**src/logic/cwm_pkg.sv**
```systemverilog
// Package for the word, multiply, rotate and bit-move execution datapath.
// Assumes one CPU clock; the sequencer supplies operands and wait counts.
package cwm_pkg;

  localparam int CWM_CNT_W  = 7;
  localparam int CWM_WAIT_W = 4;

  typedef enum logic [4:0] {
    OP_ADD_WORD        = 5'b00000,
    OP_SUB_WORD        = 5'b00001,
    OP_COMPARE_WORD    = 5'b00010,
    OP_MULTIPLY        = 5'b00011,
    OP_DIVIDE_WORD     = 5'b00100,
    OP_PLUS_ONE_REG    = 5'b00101,
    OP_PLUS_ONE_MEM    = 5'b00110,
    OP_MINUS_ONE_REG   = 5'b00111,
    OP_MINUS_ONE_MEM   = 5'b01000,
    OP_PAIR_PLUS_ONE   = 5'b01001,
    OP_PAIR_MINUS_ONE  = 5'b01010,
    OP_ROTATE_RIGHT    = 5'b01011,
    OP_ROTATE_LEFT     = 5'b01100,
    OP_ROTATE_RIGHT_CY = 5'b01101,
    OP_ROTATE_LEFT_CY  = 5'b01110,
    OP_NIBBLE_RIGHT    = 5'b01111,
    OP_NIBBLE_LEFT     = 5'b10000,
    OP_BCD_FIX_ADD     = 5'b10001,
    OP_BCD_FIX_SUB     = 5'b10010,
    OP_BIT_TO_CARRY    = 5'b10011,
    OP_CARRY_TO_BIT    = 5'b10100
  } cwm_op_type;

  typedef enum logic [2:0] {
    SP_ACC     = 3'b000,
    SP_SHORT   = 3'b001,
    SP_SPECIAL = 3'b010,
    SP_STATUS  = 3'b011,
    SP_POINTER = 3'b100
  } cwm_space_type;

  // Instruction lengths in CPU clocks
  localparam logic [6:0] CLK_WORD      = 7'h06;
  localparam logic [6:0] CLK_MUL       = 7'h10;
  localparam logic [6:0] CLK_DIV       = 7'h19;
  localparam logic [6:0] CLK_INC_REG   = 7'h02;
  localparam logic [6:0] CLK_INC_FAST  = 7'h04;
  localparam logic [6:0] CLK_INC_SLOW  = 7'h06;
  localparam logic [6:0] CLK_PAIR      = 7'h04;
  localparam logic [6:0] CLK_ROT       = 7'h02;
  localparam logic [6:0] CLK_NIB_FAST  = 7'h0A;
  localparam logic [6:0] CLK_NIB_SLOW  = 7'h0C;
  localparam logic [6:0] CLK_BCD       = 7'h04;
  localparam logic [6:0] CLK_BIT_ACC   = 7'h04;
  localparam logic [6:0] CLK_BIT_FAST  = 7'h06;
  localparam logic [6:0] CLK_BIT_LOAD  = 7'h07;
  localparam logic [6:0] CLK_BIT_STORE = 7'h08;
  localparam logic [6:0] CLK_ILLEGAL   = 7'h01;

  // Decimal adjust constants
  localparam logic [7:0] BCD_LO_FIX    = 8'h06;
  localparam logic [7:0] BCD_HI_FIX    = 8'h60;
  localparam logic [3:0] BCD_DIGIT_MAX = 4'h9;
  localparam logic [7:0] BCD_BYTE_MAX  = 8'h99;

  // Divide by zero answer
  localparam logic [15:0] DIV_ZERO_QUOT = 16'hFFFF;

endpackage : cwm_pkg

```
**src/logic/cwm_datapath.sv**
```systemverilog
// Execution datapath: word arithmetic, multiply/divide, inc/dec, rotates,
// decimal adjust and single-bit moves through carry.
// Assumes the sequencer holds operands stable with start and reads results on done.
// Operation
// - Word add-immediate updates pair and zero, half-carry, carry; six clocks.
// - Word subtract stores difference, borrow in carry; compare only sets flags.
// - Multiply accumulator byte by X into pair, flags kept, sixteen clocks.
// - Divide pair by C: quotient to pair, remainder to C, 25 clocks.
// - Byte increment updates zero and half-carry, keeps carry; 2, 4 or 6 clocks.
// - Byte decrement updates zero and half-carry, keeps carry; timing as increment.
// - Rotate right: bit 0 to bit 7 and carry, others down, two clocks.
// - Rotate left: bit 7 to bit 0 and carry, others up, two clocks.
// - Rotates through carry treat carry as a ninth bit.
// - Right nibble rotate through pointer memory and accumulator low nibble.
// - Left nibble rotate through pointer memory, ten clocks on fast RAM, twelve otherwise.
// - Decimal adjust after add fixes accumulator, sets zero, half-carry, carry.
// - Decimal adjust after subtract fixes accumulator and flags, four clocks.
// - Bit move copies selected bit to carry or carry into bit.
// - One instruction clock is one CPU clock period; counts for internal code.
// - External reads by nibble rotates and pointer bit moves add the read wait count to the instruction length.
// - External writes by those same instructions add the write wait count alongside read waits.
`timescale 1ns/1ps
module cwm_datapath (
  input  wire logic                          mclk,
  input  wire logic                          reset_n,
  input  wire logic                          start,
  input  wire cwm_pkg::cwm_op_type           op,
  input  wire cwm_pkg::cwm_space_type        space,
  input  wire logic [2:0]                    bit_sel,
  input  wire logic                          fast_ram,
  input  wire logic                          ext_area,
  input  wire logic [cwm_pkg::CWM_WAIT_W-1:0] read_waits,
  input  wire logic [cwm_pkg::CWM_WAIT_W-1:0] write_waits,
  input  wire logic [15:0]                   acc_word_pair,
  input  wire logic [15:0]                   operand,
  input  wire logic [7:0]                    mem_rdata,
  input  wire logic                          zero_in,
  input  wire logic                          half_carry_in,
  input  wire logic                          carry_in,
  output logic                               busy,
  output logic                               done,
  output logic [15:0]                        result_q,
  output logic                               result_we_q,
  output logic [7:0]                         remainder_q,
  output logic                               remainder_we_q,
  output logic [7:0]                         mem_wdata_q,
  output logic                               mem_we_q,
  output logic                               zero_flag_q,
  output logic                               half_carry_flag_q,
  output logic                               carry_flag_q
);
  import cwm_pkg::*;

  logic [CWM_CNT_W-1:0] cnt_q;
  logic                 done_q;
  logic                 take;
  logic [7:0]           acc_b;
  logic [7:0]           x_b;
  logic [16:0]          wsum;
  logic [4:0]           nsum;
  logic [7:0]           bsrc;
  logic [7:0]           bset;
  logic [7:0]           bcd_lo;
  logic [7:0]           bcd_hi;
  logic [6:0]           base;
  logic                 rd_mem;
  logic                 wr_mem;
  logic [CWM_CNT_W-1:0] len;
  logic [15:0]          res_d;
  logic                 res_we_d;
  logic [7:0]           rem_d;
  logic                 rem_we_d;
  logic [7:0]           mem_d;
  logic                 mem_we_d;
  logic                 z_d;
  logic                 ac_d;
  logic                 cy_d;

  assign acc_b = acc_word_pair[15:8];
  assign x_b   = acc_word_pair[7:0];
  assign busy  = (cnt_q != '0);
  assign take  = start && !busy;
  assign done  = done_q;
  assign bsrc  = (space == SP_ACC) ? acc_b : mem_rdata;

  // Instruction length from the operation, the space and the memory area
  always_comb begin
    base   = CLK_ILLEGAL;
    rd_mem = 1'b0;
    wr_mem = 1'b0;
    unique case (op)
      OP_ADD_WORD, OP_SUB_WORD, OP_COMPARE_WORD: base = CLK_WORD;
      OP_MULTIPLY:     base = CLK_MUL;
      OP_DIVIDE_WORD:  base = CLK_DIV;
      OP_PLUS_ONE_REG, OP_MINUS_ONE_REG: base = CLK_INC_REG;
      OP_PLUS_ONE_MEM, OP_MINUS_ONE_MEM: begin
        base = fast_ram ? CLK_INC_FAST : CLK_INC_SLOW;
      end
      OP_PAIR_PLUS_ONE, OP_PAIR_MINUS_ONE: base = CLK_PAIR;
      OP_ROTATE_RIGHT, OP_ROTATE_LEFT,
      OP_ROTATE_RIGHT_CY, OP_ROTATE_LEFT_CY: base = CLK_ROT;
      OP_NIBBLE_RIGHT, OP_NIBBLE_LEFT: begin
        base   = fast_ram ? CLK_NIB_FAST : CLK_NIB_SLOW;
        rd_mem = 1'b1;
        wr_mem = 1'b1;
      end
      OP_BCD_FIX_ADD, OP_BCD_FIX_SUB: base = CLK_BCD;
      OP_BIT_TO_CARRY, OP_CARRY_TO_BIT: begin
        if (space == SP_ACC) begin
          base = CLK_BIT_ACC;
        end else if (fast_ram && (space == SP_SHORT || space == SP_POINTER)) begin
          base = CLK_BIT_FAST;
        end else begin
          base = (op == OP_BIT_TO_CARRY) ? CLK_BIT_LOAD : CLK_BIT_STORE;
        end
        rd_mem = (space == SP_POINTER);
        wr_mem = (space == SP_POINTER) && (op == OP_CARRY_TO_BIT);
      end
      default: base = CLK_ILLEGAL;
    endcase
  end

  // Wait states only on the external expansion area, never on fast RAM
  always_comb begin
    len = CWM_CNT_W'(base);
    if (ext_area && !fast_ram && rd_mem) begin
      len = len + CWM_CNT_W'(read_waits);
    end
    if (ext_area && !fast_ram && wr_mem) begin
      len = len + CWM_CNT_W'(write_waits);
    end
  end

  // Results and flags of each operation
  always_comb begin
    res_d    = '0;
    res_we_d = 1'b0;
    rem_d    = '0;
    rem_we_d = 1'b0;
    mem_d    = '0;
    mem_we_d = 1'b0;
    z_d      = zero_in;
    ac_d     = half_carry_in;
    cy_d     = carry_in;
    wsum     = '0;
    nsum     = '0;
    bcd_lo   = '0;
    bcd_hi   = '0;
    bset     = bsrc;
    unique case (op)
      OP_ADD_WORD: begin
        wsum     = {1'b0, acc_word_pair} + {1'b0, operand};
        nsum     = {1'b0, acc_word_pair[3:0]} + {1'b0, operand[3:0]};
        res_d    = wsum[15:0];
        res_we_d = 1'b1;
        z_d      = (wsum[15:0] == 16'h0000);
        ac_d     = nsum[4];
        cy_d     = wsum[16];
      end
      OP_SUB_WORD, OP_COMPARE_WORD: begin
        wsum     = {1'b0, acc_word_pair} - {1'b0, operand};
        nsum     = {1'b0, acc_word_pair[3:0]} - {1'b0, operand[3:0]};
        res_d    = wsum[15:0];
        res_we_d = (op == OP_SUB_WORD);
        z_d      = (wsum[15:0] == 16'h0000);
        ac_d     = nsum[4];
        cy_d     = wsum[16];
      end
      OP_MULTIPLY: begin
        res_d    = {8'h00, acc_b} * {8'h00, x_b};
        res_we_d = 1'b1;
      end
      OP_DIVIDE_WORD: begin
        if (operand[7:0] == 8'h00) begin
          res_d = DIV_ZERO_QUOT;
          rem_d = x_b;
        end else begin
          res_d = acc_word_pair / {8'h00, operand[7:0]};
          rem_d = 8'((acc_word_pair % {8'h00, operand[7:0]}));
        end
        res_we_d = 1'b1;
        rem_we_d = 1'b1;
      end
      OP_PLUS_ONE_REG: begin
        res_d    = {8'h00, operand[7:0] + 8'h01};
        res_we_d = 1'b1;
        z_d      = (operand[7:0] == 8'hFF);
        ac_d     = (operand[3:0] == 4'hF);
      end
      OP_PLUS_ONE_MEM: begin
        mem_d    = mem_rdata + 8'h01;
        mem_we_d = 1'b1;
        z_d      = (mem_rdata == 8'hFF);
        ac_d     = (mem_rdata[3:0] == 4'hF);
      end
      OP_MINUS_ONE_REG: begin
        res_d    = {8'h00, operand[7:0] - 8'h01};
        res_we_d = 1'b1;
        z_d      = (operand[7:0] == 8'h01);
        ac_d     = (operand[3:0] == 4'h0);
      end
      OP_MINUS_ONE_MEM: begin
        mem_d    = mem_rdata - 8'h01;
        mem_we_d = 1'b1;
        z_d      = (mem_rdata == 8'h01);
        ac_d     = (mem_rdata[3:0] == 4'h0);
      end
      OP_PAIR_PLUS_ONE: begin
        res_d    = operand + 16'h0001;
        res_we_d = 1'b1;
      end
      OP_PAIR_MINUS_ONE: begin
        res_d    = operand - 16'h0001;
        res_we_d = 1'b1;
      end
      OP_ROTATE_RIGHT: begin
        res_d    = {8'h00, acc_b[0], acc_b[7:1]};
        res_we_d = 1'b1;
        cy_d     = acc_b[0];
      end
      OP_ROTATE_LEFT: begin
        res_d    = {8'h00, acc_b[6:0], acc_b[7]};
        res_we_d = 1'b1;
        cy_d     = acc_b[7];
      end
      OP_ROTATE_RIGHT_CY: begin
        res_d    = {8'h00, carry_in, acc_b[7:1]};
        res_we_d = 1'b1;
        cy_d     = acc_b[0];
      end
      OP_ROTATE_LEFT_CY: begin
        res_d    = {8'h00, acc_b[6:0], carry_in};
        res_we_d = 1'b1;
        cy_d     = acc_b[7];
      end
      OP_NIBBLE_RIGHT: begin
        res_d    = {8'h00, acc_b[7:4], mem_rdata[3:0]};
        mem_d    = {acc_b[3:0], mem_rdata[7:4]};
        res_we_d = 1'b1;
        mem_we_d = 1'b1;
      end
      OP_NIBBLE_LEFT: begin
        res_d    = {8'h00, acc_b[7:4], mem_rdata[7:4]};
        mem_d    = {mem_rdata[3:0], acc_b[3:0]};
        res_we_d = 1'b1;
        mem_we_d = 1'b1;
      end
      OP_BCD_FIX_ADD: begin
        bcd_lo   = (half_carry_in || acc_b[3:0] > BCD_DIGIT_MAX) ? BCD_LO_FIX : 8'h00;
        bcd_hi   = (carry_in || acc_b > BCD_BYTE_MAX) ? BCD_HI_FIX : 8'h00;
        nsum     = {1'b0, acc_b[3:0]} + {1'b0, bcd_lo[3:0]};
        res_d    = {8'h00, acc_b + bcd_lo + bcd_hi};
        res_we_d = 1'b1;
        z_d      = ((acc_b + bcd_lo + bcd_hi) == 8'h00);
        ac_d     = nsum[4];
        cy_d     = (bcd_hi != 8'h00);
      end
      OP_BCD_FIX_SUB: begin
        bcd_lo   = half_carry_in ? BCD_LO_FIX : 8'h00;
        bcd_hi   = carry_in ? BCD_HI_FIX : 8'h00;
        nsum     = {1'b0, acc_b[3:0]} - {1'b0, bcd_lo[3:0]};
        res_d    = {8'h00, acc_b - bcd_lo - bcd_hi};
        res_we_d = 1'b1;
        z_d      = ((acc_b - bcd_lo - bcd_hi) == 8'h00);
        ac_d     = nsum[4];
        cy_d     = carry_in;
      end
      OP_BIT_TO_CARRY: begin
        cy_d = bsrc[bit_sel];
      end
      OP_CARRY_TO_BIT: begin
        bset[bit_sel] = carry_in;
        if (space == SP_ACC) begin
          res_d    = {8'h00, bset};
          res_we_d = 1'b1;
        end else begin
          mem_d    = bset;
          mem_we_d = 1'b1;
        end
      end
      default: begin
        res_we_d = 1'b0;
      end
    endcase
  end

  // Cycle counter stretches busy over the whole instruction
  always_ff @(posedge mclk or negedge reset_n) begin
    if (!reset_n) begin
      cnt_q <= '0;
    end else if (take) begin
      cnt_q <= len;
    end else if (busy) begin
      cnt_q <= cnt_q - CWM_CNT_W'(1);
    end
  end

  // One-cycle completion pulse in the clock after the last busy clock
  always_ff @(posedge mclk or negedge reset_n) begin
    if (!reset_n) begin
      done_q <= 1'b0;
    end else begin
      done_q <= !take && (cnt_q == CWM_CNT_W'(1));
    end
  end

  // Results captured when the operation is taken
  always_ff @(posedge mclk or negedge reset_n) begin
    if (!reset_n) begin
      result_q       <= '0;
      result_we_q    <= 1'b0;
      remainder_q    <= '0;
      remainder_we_q <= 1'b0;
      mem_wdata_q    <= '0;
      mem_we_q       <= 1'b0;
    end else if (take) begin
      result_q       <= res_d;
      result_we_q    <= res_we_d;
      remainder_q    <= rem_d;
      remainder_we_q <= rem_we_d;
      mem_wdata_q    <= mem_d;
      mem_we_q       <= mem_we_d;
    end
  end

  // Flags captured when the operation is taken
  always_ff @(posedge mclk or negedge reset_n) begin
    if (!reset_n) begin
      zero_flag_q       <= 1'b0;
      half_carry_flag_q <= 1'b0;
      carry_flag_q      <= 1'b0;
    end else if (take) begin
      zero_flag_q       <= z_d;
      half_carry_flag_q <= ac_d;
      carry_flag_q      <= cy_d;
    end
  end

endmodule : cwm_datapath

```
**config.mk**
```make
export PLATFORM = sky130hd
export DESIGN_NAME = cwm_datapath
export DESIGN_NICKNAME = d
export VERILOG_FILES = /design/src/logic/cwm_pkg.sv /design/src/logic/cwm_datapath.sv
export SDC_FILE = /design/constraint.sdc
export NUM_CORES = 1
export LEC_CHECK = 0
export BUFFER_PORTS_ARGS = -buffer_cell sky130_fd_sc_hd__clkbuf_2
export CORE_UTILIZATION = 38
export CTS_CLUSTER_SIZE = 30
export DETAILED_ROUTE_END_ITERATION = 8
export REMOVE_ABC_BUFFERS = 1
export SETUP_SLACK_MARGIN = 0.1
export SLEW_MARGIN = 10
export SYNTH_ARGS = -nofsm -noshare
export SYNTH_HDL_FRONTEND = slang
export SYNTH_SLANG_ARGS = --single-unit
```
**constraint.sdc**
```tcl
create_clock -name mclk -period 2 [get_ports mclk]
set_input_delay 0.2 -clock mclk [delete_from_list [all_inputs] [get_ports mclk]]
set_output_delay 0.2 -clock mclk [all_outputs]
set_load 0.02 [all_outputs]
```
======== After elaboration in Yosys (flattened, before gate mapping) ========
Index checks and enable logic that the tools add are counted.
word-level totals
  word-level logic and storage cells ...... 140
  input bits .............................. 67
  flip-flop bits (word level) ............. 46
  output and inout port bits .............. 40
operators by class
  magnitude comparators ................... 4
  add/subtract/negate cells ............... 19
  muxes and demuxes ....................... 37
  divide/modulo/power cells ............... 2
  multipliers ............................. 1
  reduce and logical (&&, ||, !) cells .... 37
  eq/ne operators ......................... 29
operator list
  kind                                                  number
  case mux 16 bit (17 select lines)                     1
  2-to-1 mux 7 bit                                      6
  equality test 5 x 4 -> 1 bit (second input constant)  8
  2-to-1 mux 8 bit                                      5
  case mux 5 bit (8 select lines)                       1
  case mux 8 bit (5 select lines)                       1
  zero test 16 bit                                      2
  equality test 5 bit (second input constant)           5
  zero test 8 bit                                       3
  equality test 5 x 3 -> 1 bit (second input constant)  4
  adder 16 x 16 -> 17 bit                               1
  subtractor 16 x 16 -> 17 bit                          1
  adder 16 x 1 -> 16 bit (second input constant)        1
  adder 8 x 1 -> 8 bit (second input constant)          2
  divider 16 x 8 -> 16 bit                              1
  equality test 8 x 1 -> 1 bit (second input constant)  2
  equality test 8 bit (second input constant)           2
  modulo 16 x 8 -> 16 bit                               1
  multiplier 8 x 8 -> 16 bit                            1
  2-to-1 mux 16 bit                                     1
  case mux 1 bit (8 select lines)                       2
  subtractor 16 x 1 -> 16 bit (second input constant)   1
  subtractor 8 x 1 -> 8 bit (second input constant)     2
  OR reduction 15 bit                                   1
  43 further kinds                                      74

======== Longest topological paths before layout ========
  depth in word-level cells ............... 11
  gate-level depth with buffers ........... 158

======== Least setup slack after synthesis ========
OpenSTA, ideal clock, no wires.
  path kind ............................... input port to flip-flop
  start ................................... input port operand[0]
  end ..................................... register remainder_q[7]
  library setup time ...................... 74 ps
  path buffers ............................ 11
  data arrival time ....................... 31,282 ps
  slack ................................... -29,357 ps
  required time ........................... 1,926 ps
  stages on the path ...................... 151
  path through ............................ clkbuf_1 inv_1 ha_1 o21bai_1 nor3_1 nand3_1 xnor2_1 ha_1 o21a_1 nand4b_1 a21o_1 o21a_1 ha_1 o211ai_1 a211oi_2 a21oi_1 a32o_1 ha_1 [115 not listed] mux2i_1 o2111ai_1 buf_2 nor2_1 a21oi_1 fa_1 a21o_1 a21oi_1 o21bai_1 a21oi_1 o21ai_0 a21o_1 a21oi_1 or4b_4 a211oi_4 nand2_4 mux2_4 o21ai_2
between the ends
  word-level cells in the longest chain between the ends .. 3
  elaborated cells between the ends (all ways) .. 4
  classes of those cells .................. div: 1; mux: 2; reduce/logical: 1
ends and longest elaborated chain
  item                                                               line                                      RTL
  from (decl)                                                        cwm_datapath.sv:35                        input wire logic [15:0] operand,
  modulo 16 x 8 -> 16 bit / zero test 8 bit (equally long branches)  cwm_datapath.sv:179, cwm_datapath.sv:174
  2-to-1 mux 8 bit (*)                                               cwm_datapath.sv:174                       if (operand[7:0] == 8'h00) begin
  2-to-1 mux 8 bit (*)                                               cwm_datapath.sv:150                       unique case (op)
  to (signal assigned)                                               cwm_datapath.sv:319                       remainder_q <= rem_d;
  to (decl)                                                          cwm_datapath.sv:44                        output logic [7:0] remainder_q,
Mark *: on every way between the ends. The rest lies on a longest branch, timed or not.
A chain may end at the register's enable or synchronous reset.

======== Worst setup path in the final report ========
  start ................................... input port acc_word_pair[8]
  end ..................................... register remainder_q[0]
between the ends
  word-level cells in the longest chain between the ends .. 3
ends and longest elaborated chain
  item                     line                 RTL
  from (decl)              cwm_datapath.sv:34   input wire logic [15:0] acc_word_pair,
  modulo 16 x 8 -> 16 bit  cwm_datapath.sv:179  rem_d = 8'((acc_word_pair % {8'h00, operand[7:0]}));
  2-to-1 mux 8 bit         cwm_datapath.sv:174
  2-to-1 mux 8 bit         cwm_datapath.sv:150
No other way between the ends.

==> reports/qor.yml <==
critical_path:
  critical-path-slowest-cell: "or4b_4"
  critical_path.startpoint_type: "input pin"
  crit-reg2reg-capture: "result_q[6]"
  critical_path.endpoint_type: "register"
  timing_worst_setup_path_type: "input pin to register"
  worst_path_largest_cell_delay_ps: 500
  cp_common_cell: "buf_4"
  critical_path_peak_fanout: 6
  r2r_slack_ps: 60
  worst_ep_arrival_time_ps: 28160
  setup.worst_path.start: "acc_word_pair[8]"
  cp_top_family: "compound AO/OA/AOI/OAI gates"
  critical_path_depth: 156
  r2r_cells: 8
  cp.buffers_inverters: 44
  worstReg2RegStart: "cnt_q[1]"
  cp-endpoint: "remainder_q[0]"
  worst-endpoint-required_ps: 2200
sta:
  hold_viol: 0
  slew-limit-headroom: 0.506
  worst_pin_slew_ps: 723
  slew_violations: 0
  finalCriticalPeriod_ps: 27960
  setup_viol_count_final: 34
  fin_worst_skew_ps: 11.5
  layout_worst_path_cycle_share: 14.0
  final.setup.worst_slack_ps: -25960
  clock.fmax_ghz: 0.0358
  rsz0062_at_grt: "true"
clock_tree:
  worst_skew_pair.late_latency_ps: 310
  clk_pin_slew_ps: 70
  clock-sinks: 46
  tritoncts.num_buffers: 5
  clock_tree.htree_level_count: 2
  tritoncts: "done"
  root_buffer: "clkbuf_16"
  ctsHoldBuffers: 0
  clockBufferDepth: 2
synthesis:
  synthCells: 2071
  synth_enable_flop_cells: 0
  synth_largest_type_area_fraction: 0.179
  syn-cell-area_mm2: 0.0153
  synth-main-ff-cell: "dfrtp_1"
  post_synth_main_area_contributors: "ha_1, dfrtp_1, fa_1"
  synth_top_cell_by_area: "ha_1"
  ys_types: 98
  async_s_r_ff_share_synth: 1.00
  synth.yosys.seq_area_share: 0.0750
  syn_avg_cell_area_um2: 7.41
  ys_warn_count: 0
  flip_flop_and_latch_count_after_synthesis: 46
  synthMostInstantiatedCell: "ha_1"
  leading_cell_types_by_count_after_synthesis: "ha_1, nand2_1, nor2_1"
placed_design:
  postPlaceCellArea_mm2: 0.0218
  dpl_worst_slack_ps: -27060
  hpwl_um: 51600
  final_estimated_routing_congestion_in_global_placement: 0.992
  port_buffers: 106
floorplan:
  start_util: 0.385
  rows: 73
  die_boundary_width_um: 203
  coreArea_mm2: 0.0398
  design.portCount: 107
  die_y_um: 203
  die-area_mm2: 0.0412
global_route:
  globalRouteTotalUtil: 0.328
  grt_pass1_vias: 20400
  grt_overflow: 0
  grt_antenna_before_repair: 1
  grt_pass1_wl_um: 108000
  grt_max_degree: 47
drt:
  drt_first_pass_iters: 9
  totalWireLength_um: 76300
  via_per_inst: 5.83
  drc: 0
  postRouteAntennaNets: 0
  route.vias.total: 21300
  drt-wirelength-per-cell_um: 20.8
  detailedRoute.firstIterationViolations: 1684
layout:
  layout.cell_area.non_filler_mm2: 0.0267
  nNetsFinal: 3465
  drive_gt1_frac: 0.482
  area.growth.synth_to_final_pct: 74.2
  num_antenna_cells: 0
min_path:
  min-delay-path-class: "input pin to async pin"
status:
  status: "finished, violations left"
  failing_checks: "setup timing"
flow_run:
  drv_cap: 0
## layer usage
layer  part of all wire  track usage  vias up
li1                   -            -     9700
met1               0.39        0.399    10200
met2               0.46        0.565     1077
met3              0.071       0.0335      377
met4              0.076        0.179        2
met5            0.00017            0        -
## placed cells by master (no fill, tap or decap), drive strengths merged, types with 12 or more instances in the layout
| master | n |
|---|---|
| buf | 1053 |
| ha | 220 |
| nand2 | 181 |
| nor2 | 173 |
| a21oi | 165 |
| inv | 145 |
| o21ai | 128 |
| clkbuf | 105 |
| xnor2 | 94 |
| nor3 | 79 |
| a21o | 52 |
| o21a | 49 |
| dfrtp | 46 |
| nand3 | 46 |
| mux2i | 43 |
| fa | 43 |
| o21bai | 40 |
| xor2 | 38 |
| mux2 | 35 |
| and2 | 33 |
| o211ai | 26 |
| a221oi | 26 |
| nand2b | 21 |
| a211oi | 18 |
| a22oi | 16 |
| o31ai | 16 |
| o22ai | 15 |
| nor2b | 15 |
| nand4 | 14 |
| a31oi | 13 |
| a21boi | 13 |
| or3 | 12 |
## timing repair
| action | CTS | global route |
|---|---|---|
| buffers inserted | 181 | 117 |
| gates resized for setup | 192 | 379 |
| pin swaps | 91 | 205 |
| endpoints found under the hold margin | 0 | 0 |
| endpoints found under the setup margin | 35 | 42 |
| gates cloned | 1 | 8 |
## sequential cells by signal, indices dropped and copies added (netlist names), 7 cells and up
signal / count
remainder_q: 8
mem_wdata_q: 8
result_q: 16
cnt_q: 7
## logic make-up after synthesis
group | count (synthesis) | synth area share
buffers and inverters | 242 | 0.0624
and+or+nand+nor | 653 | 0.209
muxes | 78 | 0.0542
adders and majority gates | 264 | 0.236
DFF | 46 | 0.0750
AOI/OAI and AO/OA | 656 | 0.288
xor gates and xnor gates | 132 | 0.0753
## worst register-to-register path, stage by stage (launching register included)
cell     delay, ps
dfrtp_1        420
inv_1          100
ha_2           210
and3_1         200
and2_1         220
nand3_1        150
buf_12         190
a21oi_1        280
a21o_1         120
## through the flow
stage                      util  TNS [ps]  hold slack, ps  instances
after floorplan               -   -462410           -95.6       1975
after global placement    0.546   -406010             336       3350
after detailed placement  0.546   -422330             347       3350
after CTS                 0.605   -380740            18.9       3539
after global routing      0.671   -414830            59.1       3661
final                     0.671   -394970            3.16       3661
## worst min-delay path by stage
stage,depth (start not counted),slack [ps],to
finish,2,3,half_carry_flag_q
global placement,2,340,half_carry_flag_q
detailed placement,2,350,half_carry_flag_q
global route,2,60,half_carry_flag_q
floorplan,0,-100,carry_flag_q
CTS,2,20,half_carry_flag_q
## area by class of cell
class	count	area (um^2)
Fill cell	3059	13100
Multi-Input combinational cell	1783	15100
Timing Repair Buffer	1153	9090
Clock inverter	3	43.8
Clock buffer	5	125
Sequential cell	46	1150
Tap cell	525	657
Inverter	146	557
Power is left out: the tool's default activity adds up to more than one toggle a clock period on the data nets, which glitch-free logic cannot reach.
